## config.mk

```make
export PLATFORM = sky130hd
export DESIGN_NAME = rigc_ctrl
export DESIGN_NICKNAME = d
export VERILOG_FILES = /design/src/verilog/rigc_pkg.sv /design/src/verilog/rigc_sync.sv /design/src/verilog/rigc_ctrl.sv
export VERILOG_INCLUDE_DIRS = /design/src /design/src/verilog
export SDC_FILE = /design/constraint.sdc
export NUM_CORES = 1
export LEC_CHECK = 0
export ABC_AREA = 1
export BUFFER_PORTS_ARGS = -buffer_cell sky130_fd_sc_hd__buf_2
export CORE_MARGIN = 2
export CORE_UTILIZATION = 29
export DETAILED_ROUTE_END_ITERATION = 6
export GPL_TIMING_DRIVEN = 0
export SYNTH_ARGS = -nofsm -noshare
export SYNTH_HDL_FRONTEND = slang
export SYNTH_SLANG_ARGS = --single-unit
export TNS_END_PERCENT = 10
```

## constraint.sdc

```tcl
create_clock -name core_clk_in -period 1.8 [get_ports core_clk_in]
set_input_delay 0.18 -clock core_clk_in [delete_from_list [all_inputs] [get_ports core_clk_in]]
set_output_delay 0.18 -clock core_clk_in [all_outputs]
set_load 0.01 [all_outputs]
```

## src/verilog/rigc_defines.svh

```systemverilog
`ifndef RIGC_DEFINES_SVH
`define RIGC_DEFINES_SVH
// Behaviour
// - chip select low enables flash, boot block, SRAM and I/O registers.
// - chip select high disables memories; logic array and I/O keep running.
// - bit 4 of power_gating_reg_a disconnects common_logic_clock from the array.
// - bits 2..6 of input_block_reg_b block bus controls, ALE, byte enable.
// - blocking controls from the array never blocks them to memory and I/O.
// - power-on reset loads configuration, clears registers, readies the flash.
// - device stays in reset 120 ns after reset rises; no access before.
// - flash starts in read array mode at power up.
// - flash write start is blocked while supply is below lockout.
// - warm reset applies the same recovery interval before the first access.
// - logic outputs valid through warm reset, valid after config at power-on.
// - reset: I/O inputs, address and data float; power down: I/O holds.
// - power-on clears power registers, warm keeps them; memory map reloads; PD keeps.
// - either reset loads memory map default with SRAM code bit cleared.
// - reset during program or erase aborts and returns to read in 25 us.
// - chip select low or reset rising leaves power down mode.

// *************************************
// field positions and reset values
// *************************************
`define RIGC_PMA_CLK_BLOCK_BIT 4
`define RIGC_PMB_FIRST_BIT 2
`define RIGC_PMB_LAST_BIT 6
`define RIGC_MM_SRAM_CODE_BIT 0
`define RIGC_PM_RESET_VAL 8'h00

// *************************************
// timing
// *************************************
`define RIGC_CLK_PERIOD_NS 10
`define RIGC_RECOVERY_NS 120
`define RIGC_RECOVERY_CYC (`RIGC_RECOVERY_NS / `RIGC_CLK_PERIOD_NS)
`define RIGC_ABORT_US 25
`define RIGC_ABORT_CYC ((`RIGC_ABORT_US * 1000) / `RIGC_CLK_PERIOD_NS)
`endif

```

## src/verilog/rigc_pkg.sv

```systemverilog
package rigc_pkg;
    typedef enum logic [2:0] {
        PH_RUN = 3'b001,
        PH_RESET = 3'b010,
        PH_RECOVER = 3'b100
    } rigc_phase_e;

    typedef struct packed {
        logic data_byte_enable;
        logic ale;
        logic [2:0] bus_control;
    } rigc_ctrl_s;

    typedef struct packed {
        rigc_phase_e phase;
        logic powered;
        logic cfg_loaded;
        logic pd;
        logic [3:0] rec_cnt;
        logic [11:0] abort_cnt;
        logic aborting;
        logic flash_read_mode;
        logic [7:0] pm_a;
        logic [7:0] pm_b;
        logic [7:0] mm;
        logic [7:0] io_oe;
        logic addr_oe;
        logic data_oe;
    } rigc_state_s;
endpackage

```

## src/verilog/rigc_sync.sv

```systemverilog
module rigc_sync #(
    parameter int W = 1,
    parameter logic RST_VAL = 1'b0
) (
    // clock and reset
    input wire logic core_clk_in,
    input wire logic nrst_in,
    // data
    input wire logic [W-1:0] async_in,
    output logic [W-1:0] sync_out
);
    typedef struct packed {
        logic [W-1:0] s1;
        logic [W-1:0] s2;
    } rigc_sync_s;

    rigc_sync_s state_reg;
    rigc_sync_s state_next;

    initial begin
        if (W < 1) begin
            $error("rigc_sync: W must be at least 1");
        end
    end

    always_comb begin
        state_next.s1 = async_in;
        state_next.s2 = state_reg.s1;
    end

    always_ff @(posedge core_clk_in) begin
        if (!nrst_in) begin
            state_reg <= '{s1: {W{RST_VAL}}, s2: {W{RST_VAL}}};
        end else begin
            state_reg <= state_next;
        end
    end

    assign sync_out = state_reg.s2;
endmodule

```

## src/verilog/rigc_ctrl.sv

```systemverilog
`include "rigc_defines.svh"

module rigc_ctrl #(
    parameter int PORT_W = 8
) (
    // clock and reset
    input wire logic core_clk_in,
    input wire logic nrst_in,
    // pins from the board
    input wire logic ext_reset_n_in,
    input wire logic chip_select_pin_n_in,
    input wire logic common_logic_clock_in,
    input wire rigc_pkg::rigc_ctrl_s bus_control_inputs_in,
    input wire logic below_lockout_in,
    // configuration
    input wire logic [7:0] mm_default_in,
    // software register writes
    input wire logic pm_a_wr_in,
    input wire logic pm_b_wr_in,
    input wire logic mm_wr_in,
    input wire logic [7:0] wr_data_in,
    // power down and port requests
    input wire logic pd_enter_in,
    input wire logic [PORT_W-1:0] io_dir_req_in,
    input wire logic addr_oe_req_in,
    input wire logic data_oe_req_in,
    // flash engine
    input wire logic flash_busy_in,
    // memory enables
    output logic flash_en_out,
    output logic boot_en_out,
    output logic sram_en_out,
    output logic io_en_out,
    // general_logic_array feeds and memory controls
    output logic array_clk_out,
    output rigc_pkg::rigc_ctrl_s array_ctrl_out,
    output rigc_pkg::rigc_ctrl_s mem_ctrl_out,
    output logic pld_valid_out,
    // status
    output logic in_reset_out,
    output logic access_ready_out,
    output logic power_down_out,
    output logic [7:0] pm_a_out,
    output logic [7:0] pm_b_out,
    output logic [7:0] mm_out,
    // port drivers
    output logic [PORT_W-1:0] io_port_oe_out,
    output logic addr_oe_out,
    output logic data_oe_out,
    // flash control
    output logic flash_abort_out,
    output logic flash_read_mode_out,
    output logic flash_write_allow_out
);
    import rigc_pkg::*;

    // *************************************
    // pin synchronisers
    // *************************************
    localparam int SYNC_W = 8;
    localparam int ABORT_MAX = `RIGC_ABORT_CYC;

    logic [SYNC_W-1:0] pins_raw;
    logic [SYNC_W-1:0] pins_s;
    logic rst_pin_s;
    logic lockout_s;
    logic clk_s;
    rigc_ctrl_s ctrl_s;
    rigc_state_s state_reg;
    rigc_state_s state_next;
    logic running;
    logic rst_rise;

    initial begin
        // port enables live in the fixed-width state struct
        if (PORT_W != 8) begin
            $error("rigc_ctrl: PORT_W must be 8");
        end
        if (`RIGC_RECOVERY_CYC > 15 || `RIGC_ABORT_CYC > 4095) begin
            $error("rigc_ctrl: timing counts exceed counter widths");
        end
    end

    assign pins_raw = {ext_reset_n_in, below_lockout_in, common_logic_clock_in,
                       bus_control_inputs_in};

    // reset value 0 keeps the device in reset until the pin is seen high
    rigc_sync #(
        .W(SYNC_W),
        .RST_VAL(1'b0)
    ) u_sync (
        .core_clk_in(core_clk_in),
        .nrst_in(nrst_in),
        .async_in(pins_raw),
        .sync_out(pins_s)
    );

    assign rst_pin_s = pins_s[7];
    assign lockout_s = pins_s[6];
    assign clk_s = pins_s[5];
    assign ctrl_s = rigc_ctrl_s'(pins_s[4:0]);

    // *************************************
    // sequencing
    // *************************************
    assign running = (state_reg.phase == PH_RUN);
    assign rst_rise = (state_reg.phase == PH_RESET) && rst_pin_s;

    always_comb begin
        state_next = state_reg;
        unique case (state_reg.phase)
            PH_RESET: begin
                // first pulse after supply is power-on, later ones warm
                if (!state_reg.powered) begin
                    state_next.pm_a = `RIGC_PM_RESET_VAL;
                    state_next.pm_b = `RIGC_PM_RESET_VAL;
                    state_next.cfg_loaded = 1'b1;
                end
                state_next.mm = mm_default_in;
                state_next.mm[`RIGC_MM_SRAM_CODE_BIT] = 1'b0;
                state_next.io_oe = '0;
                state_next.addr_oe = 1'b0;
                state_next.data_oe = 1'b0;
                if (rst_pin_s) begin
                    state_next.phase = PH_RECOVER;
                    state_next.rec_cnt = 4'(`RIGC_RECOVERY_CYC - 1);
                    state_next.powered = 1'b1;
                    state_next.pd = 1'b0;
                end
            end
            PH_RECOVER: begin
                if (!rst_pin_s) begin
                    state_next.phase = PH_RESET;
                end else if (state_reg.rec_cnt == 4'h0) begin
                    state_next.phase = PH_RUN;
                end else begin
                    state_next.rec_cnt = state_reg.rec_cnt - 4'h1;
                end
            end
            PH_RUN: begin
                if (!rst_pin_s) begin
                    state_next.phase = PH_RESET;
                end else begin
                    if (pm_a_wr_in) begin
                        state_next.pm_a = wr_data_in;
                    end
                    if (pm_b_wr_in) begin
                        state_next.pm_b = wr_data_in;
                    end
                    if (mm_wr_in) begin
                        state_next.mm = wr_data_in;
                    end
                    // power down: I/O holds, data floats, registers kept
                    if (state_reg.pd) begin
                        state_next.data_oe = 1'b0;
                        state_next.addr_oe = 1'b0;
                        if (!chip_select_pin_n_in) begin
                            state_next.pd = 1'b0;
                        end
                    end else begin
                        state_next.io_oe = io_dir_req_in;
                        state_next.addr_oe = addr_oe_req_in;
                        state_next.data_oe = data_oe_req_in;
                        state_next.pd = pd_enter_in;
                    end
                end
            end
        endcase

        // flash: reset kills a program or erase, read mode back by the deadline
        if (state_reg.phase == PH_RESET && flash_busy_in && !state_reg.aborting) begin
            state_next.aborting = 1'b1;
            state_next.abort_cnt = 12'(`RIGC_ABORT_CYC - 1);
            state_next.flash_read_mode = 1'b0;
        end else if (state_reg.aborting) begin
            if (state_reg.abort_cnt == 12'h000 || !flash_busy_in) begin
                state_next.aborting = 1'b0;
                state_next.flash_read_mode = 1'b1;
            end else begin
                state_next.abort_cnt = state_reg.abort_cnt - 12'h001;
            end
        end else if (running) begin
            state_next.flash_read_mode = !flash_busy_in;
        end
    end

    always_ff @(posedge core_clk_in) begin
        if (!nrst_in) begin
            state_reg <= '{phase: PH_RESET, powered: 1'b0, cfg_loaded: 1'b0, pd: 1'b0,
                           rec_cnt: 4'h0, abort_cnt: 12'h000, aborting: 1'b0,
                           flash_read_mode: 1'b1,
                           pm_a: 8'h00, pm_b: 8'h00, mm: 8'h00, io_oe: '0,
                           addr_oe: 1'b0, data_oe: 1'b0};
        end else begin
            state_reg <= state_next;
        end
    end

    // *************************************
    // outputs
    // *************************************
    assign in_reset_out = !running;
    assign access_ready_out = running && !state_reg.pd;
    assign power_down_out = state_reg.pd;
    // combinational on purpose: enables follow the select in the same cycle
    assign flash_en_out = access_ready_out && !chip_select_pin_n_in;
    assign boot_en_out = access_ready_out && !chip_select_pin_n_in;
    assign sram_en_out = access_ready_out && !chip_select_pin_n_in;
    assign io_en_out = access_ready_out && !chip_select_pin_n_in;
    assign array_clk_out = clk_s && !state_reg.pm_a[`RIGC_PMA_CLK_BLOCK_BIT];
    assign array_ctrl_out = ctrl_s
        & ~state_reg.pm_b[`RIGC_PMB_LAST_BIT:`RIGC_PMB_FIRST_BIT];
    assign mem_ctrl_out = ctrl_s;
    assign pld_valid_out = state_reg.cfg_loaded;
    assign pm_a_out = state_reg.pm_a;
    assign pm_b_out = state_reg.pm_b;
    assign mm_out = state_reg.mm;
    assign io_port_oe_out = state_reg.io_oe;
    assign addr_oe_out = state_reg.addr_oe;
    assign data_oe_out = state_reg.data_oe;
    assign flash_abort_out = state_reg.aborting;
    assign flash_read_mode_out = state_reg.flash_read_mode;
    assign flash_write_allow_out = running && !lockout_s;

    // *************************************
    // checks
    // *************************************
    logic [12:0] abort_age_reg;

    always_ff @(posedge core_clk_in) begin
        if (!nrst_in || !state_reg.aborting) begin
            abort_age_reg <= 13'h0000;
        end else begin
            abort_age_reg <= abort_age_reg + 13'h0001;
        end
    end
endmodule

```

==> results of run 1 <==
power by group through the flow:
stage | clock network (mW) | registers (mW) | logic [mW]
detailed placement | 0 | 1.84 | 0.615
global placement | 0 | 1.84 | 0.606
finish | 2.11 | 1.80 | 0.615
CTS | 2.15 | 1.80 | 0.619
global route | 2.24 | 1.81 | 0.703
floorplan | 0 | 1.82 | 0.426
timing repair:
action                     4_1_cts  5_1_grt
buffers inserted                 4        0
setup endpoints to repair        5       18
hold endpoints to repair         0        0
pin swaps                        2        1
gates resized for setup         12        4
Yosys cell counts, types with 4 or more instances:
library cell,number
ha_1,4
nor2_1,53
o21ai_0,28
dfxtp_1,74
buf_4,41
a21oi_1,39
inv_1,54
clkbuf_1,8
nand2_1,112
nand3_1,21
inv_2,5
worst paths after layout:
kind / slack [ns] / from / end / cells past startpoint
setup / recovery: 0.07 / state_reg[57] / io_en_out / 6
hold / removal: 0.03 / bus_control_inputs_in[3] / u_sync.state_next[3] / 3
setup reg to reg: 0.15 / state_reg[55] / state_reg[43] / 8
hold reg to reg: 0.41 / u_sync.state_next[5] / u_sync.sync_out[5] / 2
stage by stage:
stage	setup TNS [ns]	cell area [um^2]	std cells	utilization (%)
2_1_floorplan	0	3390	471	-
4_1_cts	0	4470	729	39.1
3_3_place_gp	-0.183	4050	709	35.4
3_5_place_dp	-0.490	4050	709	35.4
5_1_grt	-0.0600	4480	729	39.2
6_report	0	4480	729	39.2
final cells by class:
| type | count | share of cell area (%) |
|---|---|---|
| flip-flops and latches | 74 | 33.2 |
| plain buffers | 53 | 8.61 |
| inverters | 60 | 5.09 |
| clock inverters | 7 | 2.77 |
| repair buffers | 99 | 11.5 |
| clock buffers | 9 | 5.03 |
| well taps | 143 | 4.00 |
| multi-input cells | 284 | 29.8 |
worst reg2reg max path, cell delays in order, from the launching register on:
cell	delay (ns)
dfxtp_2	0.32
buf_4	0.13
nor3_4	0.30
nand2_1	0.19
clkbuf_1	0.26
nand3_1	0.14
nand3_1	0.08
nand2_1	0.08
inv_1	0.04
per-layer routing:
metal	routed length [um]	vias to the layer above	share of wire, %
li1	-	1661	-
met1	4060	1387	46
met2	4020	98	46
met3	574	9	6.6
met4	106	0	1.2
met5	0	-	0
cell families (layout without fill, tap and decap cells):
logic type	count (synthesis)	after routing	share of synthesized area (%)
flops	74	74	43.7
simple gates	201	201	24.8
fa+ha+maj	4	4	1.48
buf+inv	113	228	17.6
compound gates	76	76	11.7
xor+xnor	3	3	0.775
==> impl_metrics.json, run 1 <==
{
  "grtUsageMet2_pct": 23.9,
  "ys_top_cells_by_area": "dfxtp_1 44%, nand2_1 12%, buf_4 9.1%, inv_1 6.0%, nor2_1 5.9%",
  "area_growth_pct": 31.9,
  "peakVddDrop_mv": 0.456,
  "overflow": 0,
  "grtUsageTotal_pct": 14.3,
  "cap_violations": 0,
  "numCtsBuffers": 9,
  "dr.pass1.iters": 4,
  "finalHoldViolCount": 0,
  "clockRootBuffer": "clkbuf_16",
  "n_fill_cell": 1225,
  "worst_clock_skew_ns": 0.00602,
  "num_vias": 3155,
  "worstSetupStartpointType": "register",
  "max_clock_freq_mhz": 578,
  "num_rows": 39,
  "grt_busiest_layer": "met2",
  "die_area_mm2": 0.0126,
  "clkPwrFrac_pct": 46.6,
  "ys_seq_area_share_pct": 43.7,
  "insertion_delay_ns": 0.33,
  "ys_warn_count": 0,
  "outcome": "complete, no violations",
  "grt_first_pass_wirelength_mm": 14.4,
  "viasPerCell": 4.33,
  "drc": 0,
  "ys.flop_type": "dfxtp_1",
  "crit_family": "buffers and inverters",
  "synthCells": 471,
  "place.gp.congestion": 0.836,
  "drt-total-wl_mm": 8.76,
  "yosys_register_bits": 74,
  "crit_type": "register to output pin",
  "largest_reg_flops": 20,
  "holdBufCountCts": 0,
  "tightest_slew_ns": 0.460,
  "critPathArrivalTime_ns": 1.55,
  "yosysTopAreaCellShare_pct": 43.7,
  "cp_slowest_cell": "dfxtp_2",
  "avgRoutedWirePerCell_um": 12.0,
  "endpoint_kind": "output pin",
  "clk_pin_slew_ns": 0.06,
  "dieWidth_um": 112,
  "clock_path_buffers": 2,
  "cp_max_fo": 4,
  "synth_nets": 517,
  "synth-edff-count": 0,
  "diodes": 0,
  "power_frac_comb_pct": 13.6,
  "dieHeight_um": 112,
  "drt_iter0_drc": 195,
  "cts_tree": "yes",
  "start_util_pct": 29.7,
  "cpPeakStageDelay_ns": 0.35,
  "gr-usage-met3_pct": 3.94,
  "grt_max_degree": 15,
  "use_met1_pct": 18.1,
  "powerDensity_mw_per_mm2": 1010,
  "antenna_left": 0,
  "dp.final_hpwl_mm": 6.59,
  "rsz0062_at_grt": "yes",
  "crit_required_ns": 1.62,
  "htree_num_levels": 3,
  "dp_slack_ns": -0.145,
  "fin_ws_ns": 0.0710,
  "io_buffers": 95,
  "min_period_over_period_pct": 96.1,
  "coreArea_mm2": 0.0114,
  "p_int_mw": 3.36,
  "synth_area_leader_cell": "dfxtp_1",
  "grt_pass1_vias": 3002,
  "seqCellArea_mm2": 0.00149,
  "power_frac_seq_pct": 39.8,
  "power_switching_share_pct": 25.8,
  "crit_path_cell_trace": "nor3_4 -> inv_4 -> buf_12 -> nor3_4 -> buf_4 -> buf_4",
  "hp-class": "input pin to register",
  "pin_count": 98,
  "synth_area_mm2": 0.00339,
  "setup_viol": 0,
  "power_switching_mw": 1.17,
  "path_buf_inv": 4,
  "ys_types": 27,
  "final_common_cell": "nand2_1",
  "slew_violations": 0,
  "most-common-layout-cells": "111 x nand2_1, 93 x buf_2, 71 x dfxtp_1",
  "power_mw": 4.53,
  "synth-async-reset-ratio_pct": 0,
  "nets": 627,
  "multiInputGateArea_mm2": 0.00133,
  "syn_area_per_cell_um2": 7.20,
  "antenna_found_initial": 0,
  "maxSlewHeadroom_pct": 69.3,
  "power_leakage_nw": 2.38,
  "drive_gt1_share_pct": 30.9,
  "whs_ns": 0.0276,
  "cts.sinks": 74,
  "fin_crit_ns": 1.73
}
Power figures use the tool's default switching activity.
==> run 2: changes to the inputs <==
Settings changed: SETUP_SLACK_MARGIN set to 0.3.
==> impl_metrics.json, run 2 (same netlist as run 1, synthesis figures left out) <==
{
  "crit_required_ns": 1.62,
  "fin_crit_ns": 1.70,
  "worst_clock_skew_ns": 0.0110,
  "cts_tree": "yes",
  "htree_num_levels": 3,
  "io_buffers": 95,
  "finalHoldViolCount": 0,
  "num_rows": 39,
  "dieHeight_um": 112,
  "placedCellCount": 709,
  "clockRootBuffer": "clkbuf_16",
  "tightest_slew_ns": 0.486,
  "nets": 631,
  "avgRoutedWirePerCell_um": 12.1,
  "holdBufCountCts": 0,
  "critPathArrivalTime_ns": 1.52,
  "largest_reg_flops": 20,
  "cap_violations": 0,
  "rsz0062_at_grt": "yes",
  "power_leakage_nw": 2.40,
  "min_period_over_period_pct": 94.2,
  "start_util_pct": 29.7,
  "cp_max_fo": 4,
  "crit_type": "register to output pin",
  "drc": 0,
  "grtUsageTotal_pct": 14.4,
  "worstSetupStartpointType": "register",
  "endpoint_kind": "output pin",
  "die_area_mm2": 0.0126,
  "grt_max_degree": 15,
  "numCtsBuffers": 9,
  "outcome": "complete, no violations",
  "max_clock_freq_mhz": 589,
  "viasPerCell": 4.35,
  "most-common-layout-cells": "111 x nand2_1, 92 x buf_2, 71 x dfxtp_1",
  "dieWidth_um": 112,
  "drt_iter0_drc": 139,
  "diodes": 0,
  "cts.sinks": 74,
  "antenna_found_initial": 0,
  "overflow": 0,
  "peakVddDrop_mv": 0.579,
  "area_growth_pct": 34.0,
  "setup_viol": 0,
  "clk_pin_slew_ns": 0.06,
  "powerDensity_mw_per_mm2": 977,
  "fin_cells": 733,
  "n_fill_cell": 1203,
  "drt-total-wl_mm": 8.90,
  "final_common_cell": "nand2_1",
  "setup_tns_ns": 0,
  "hp-class": "input pin to register",
  "grt_pass1_vias": 3014,
  "coreArea_mm2": 0.0114,
  "clock_path_buffers": 2,
  "grt_first_pass_wirelength_mm": 14.4,
  "pin_count": 98,
  "maxSlewHeadroom_pct": 67.6,
  "antenna_left": 0,
  "dr.pass1.iters": 4,
  "drive_gt1_share_pct": 32.0,
  "slew_violations": 0,
  "dp.final_hpwl_mm": 6.55,
  "place.gp.congestion": 0.813,
  "num_vias": 3191,
  "insertion_delay_ns": 0.34
}
==> run 2: cell count changes in the layout (fill, tap and decap cells not counted), sizes merged <==
cell      before  now
buf          144  147
bufinv         3    2
clkbuf        17   18
clkinv         2    3
clkinvlp       1    0
o21ai         34   35
==> run 2: path summary, 6_finish.rpt <==
check                           startpoint              endpoint  slack (ns)  depth (start not counted)
hold reg to reg       u_sync.state_next[7]    u_sync.sync_out[7]        0.41                          2
setup / recovery             state_reg[57]          flash_en_out        0.10                          6
setup reg to reg             state_reg[57]           pm_a_out[7]        0.22                          8
hold / removal    bus_control_inputs_in[2]  u_sync.state_next[2]        0.02                          3
==> run 2: area by class of cell <==
type	count	area [um^2]	area share, %
flip-flops and latches	74	1490	32.7
well taps	143	179	3.94
clock inverters	6	95.1	2.09
repair buffers	102	554	12.2
inverters	60	233	5.12
plain buffers	53	389	8.56
clock buffers	10	239	5.26
multi-input cells	285	1370	30.1
==> run 2: per-stage QoR <==
| step | area (um^2) | total power, mW | hold slack [ns] | setup slack [ns] | util, % |
|---|---|---|---|---|---|
| 3_5_place_dp | 4060 | 2.46 | 0.368 | 0.135 | 35.5 |
| 5_1_grt | 4540 | 4.67 | 0.0207 | 0.0273 | 39.8 |
| 3_3_place_gp | 4060 | 2.45 | 0.363 | 0.165 | 35.5 |
| 4_1_cts | 4460 | 4.46 | 0.0170 | 0.00348 | 39.1 |
| 2_1_floorplan | 3400 | 2.25 | 0.278 | 0.359 | - |
| 6_report | 4540 | 4.44 | 0.0250 | 0.104 | 39.8 |
==> run 2: repair_timing <==
action                                  in CTS  in global routing
pin swaps                                    2                  6
setup buffers                                4                  3
resized for setup                            9                 23
gates cloned                                 0                  1
endpoints found under the setup margin      52                 60
==> run 2: report_power, final <==
| part | total, mW | internal, mW | leakage (nW) | switching [mW] |
|---|---|---|---|---|
| clock | 2.00 | 1.27 | 0.164 | 0.733 |
| combinational | 0.634 | 0.274 | 1.63 | 0.360 |
| sequential | 1.81 | 1.73 | 0.609 | 0.0739 |
| total | 4.44 | 3.27 | 2.40 | 1.17 |
==> run 2: layer usage <==
metal	vias up	part of all wire, %	GRT usage, %
li1	1676	-	-
met1	1424	45	17.7
met2	78	48	24.6
met3	13	5.2	3.46
met4	0	1.8	5.12
met5	-	0	0
==> run 2: critical path: stages (launching register included) <==
cell and delay, ns:
dfxtp_4 0.35, nor3_4 0.23, inv_4 0.07, buf_12 0.13, nor3_4 0.15, buf_4 0.15, buf_6 0.09
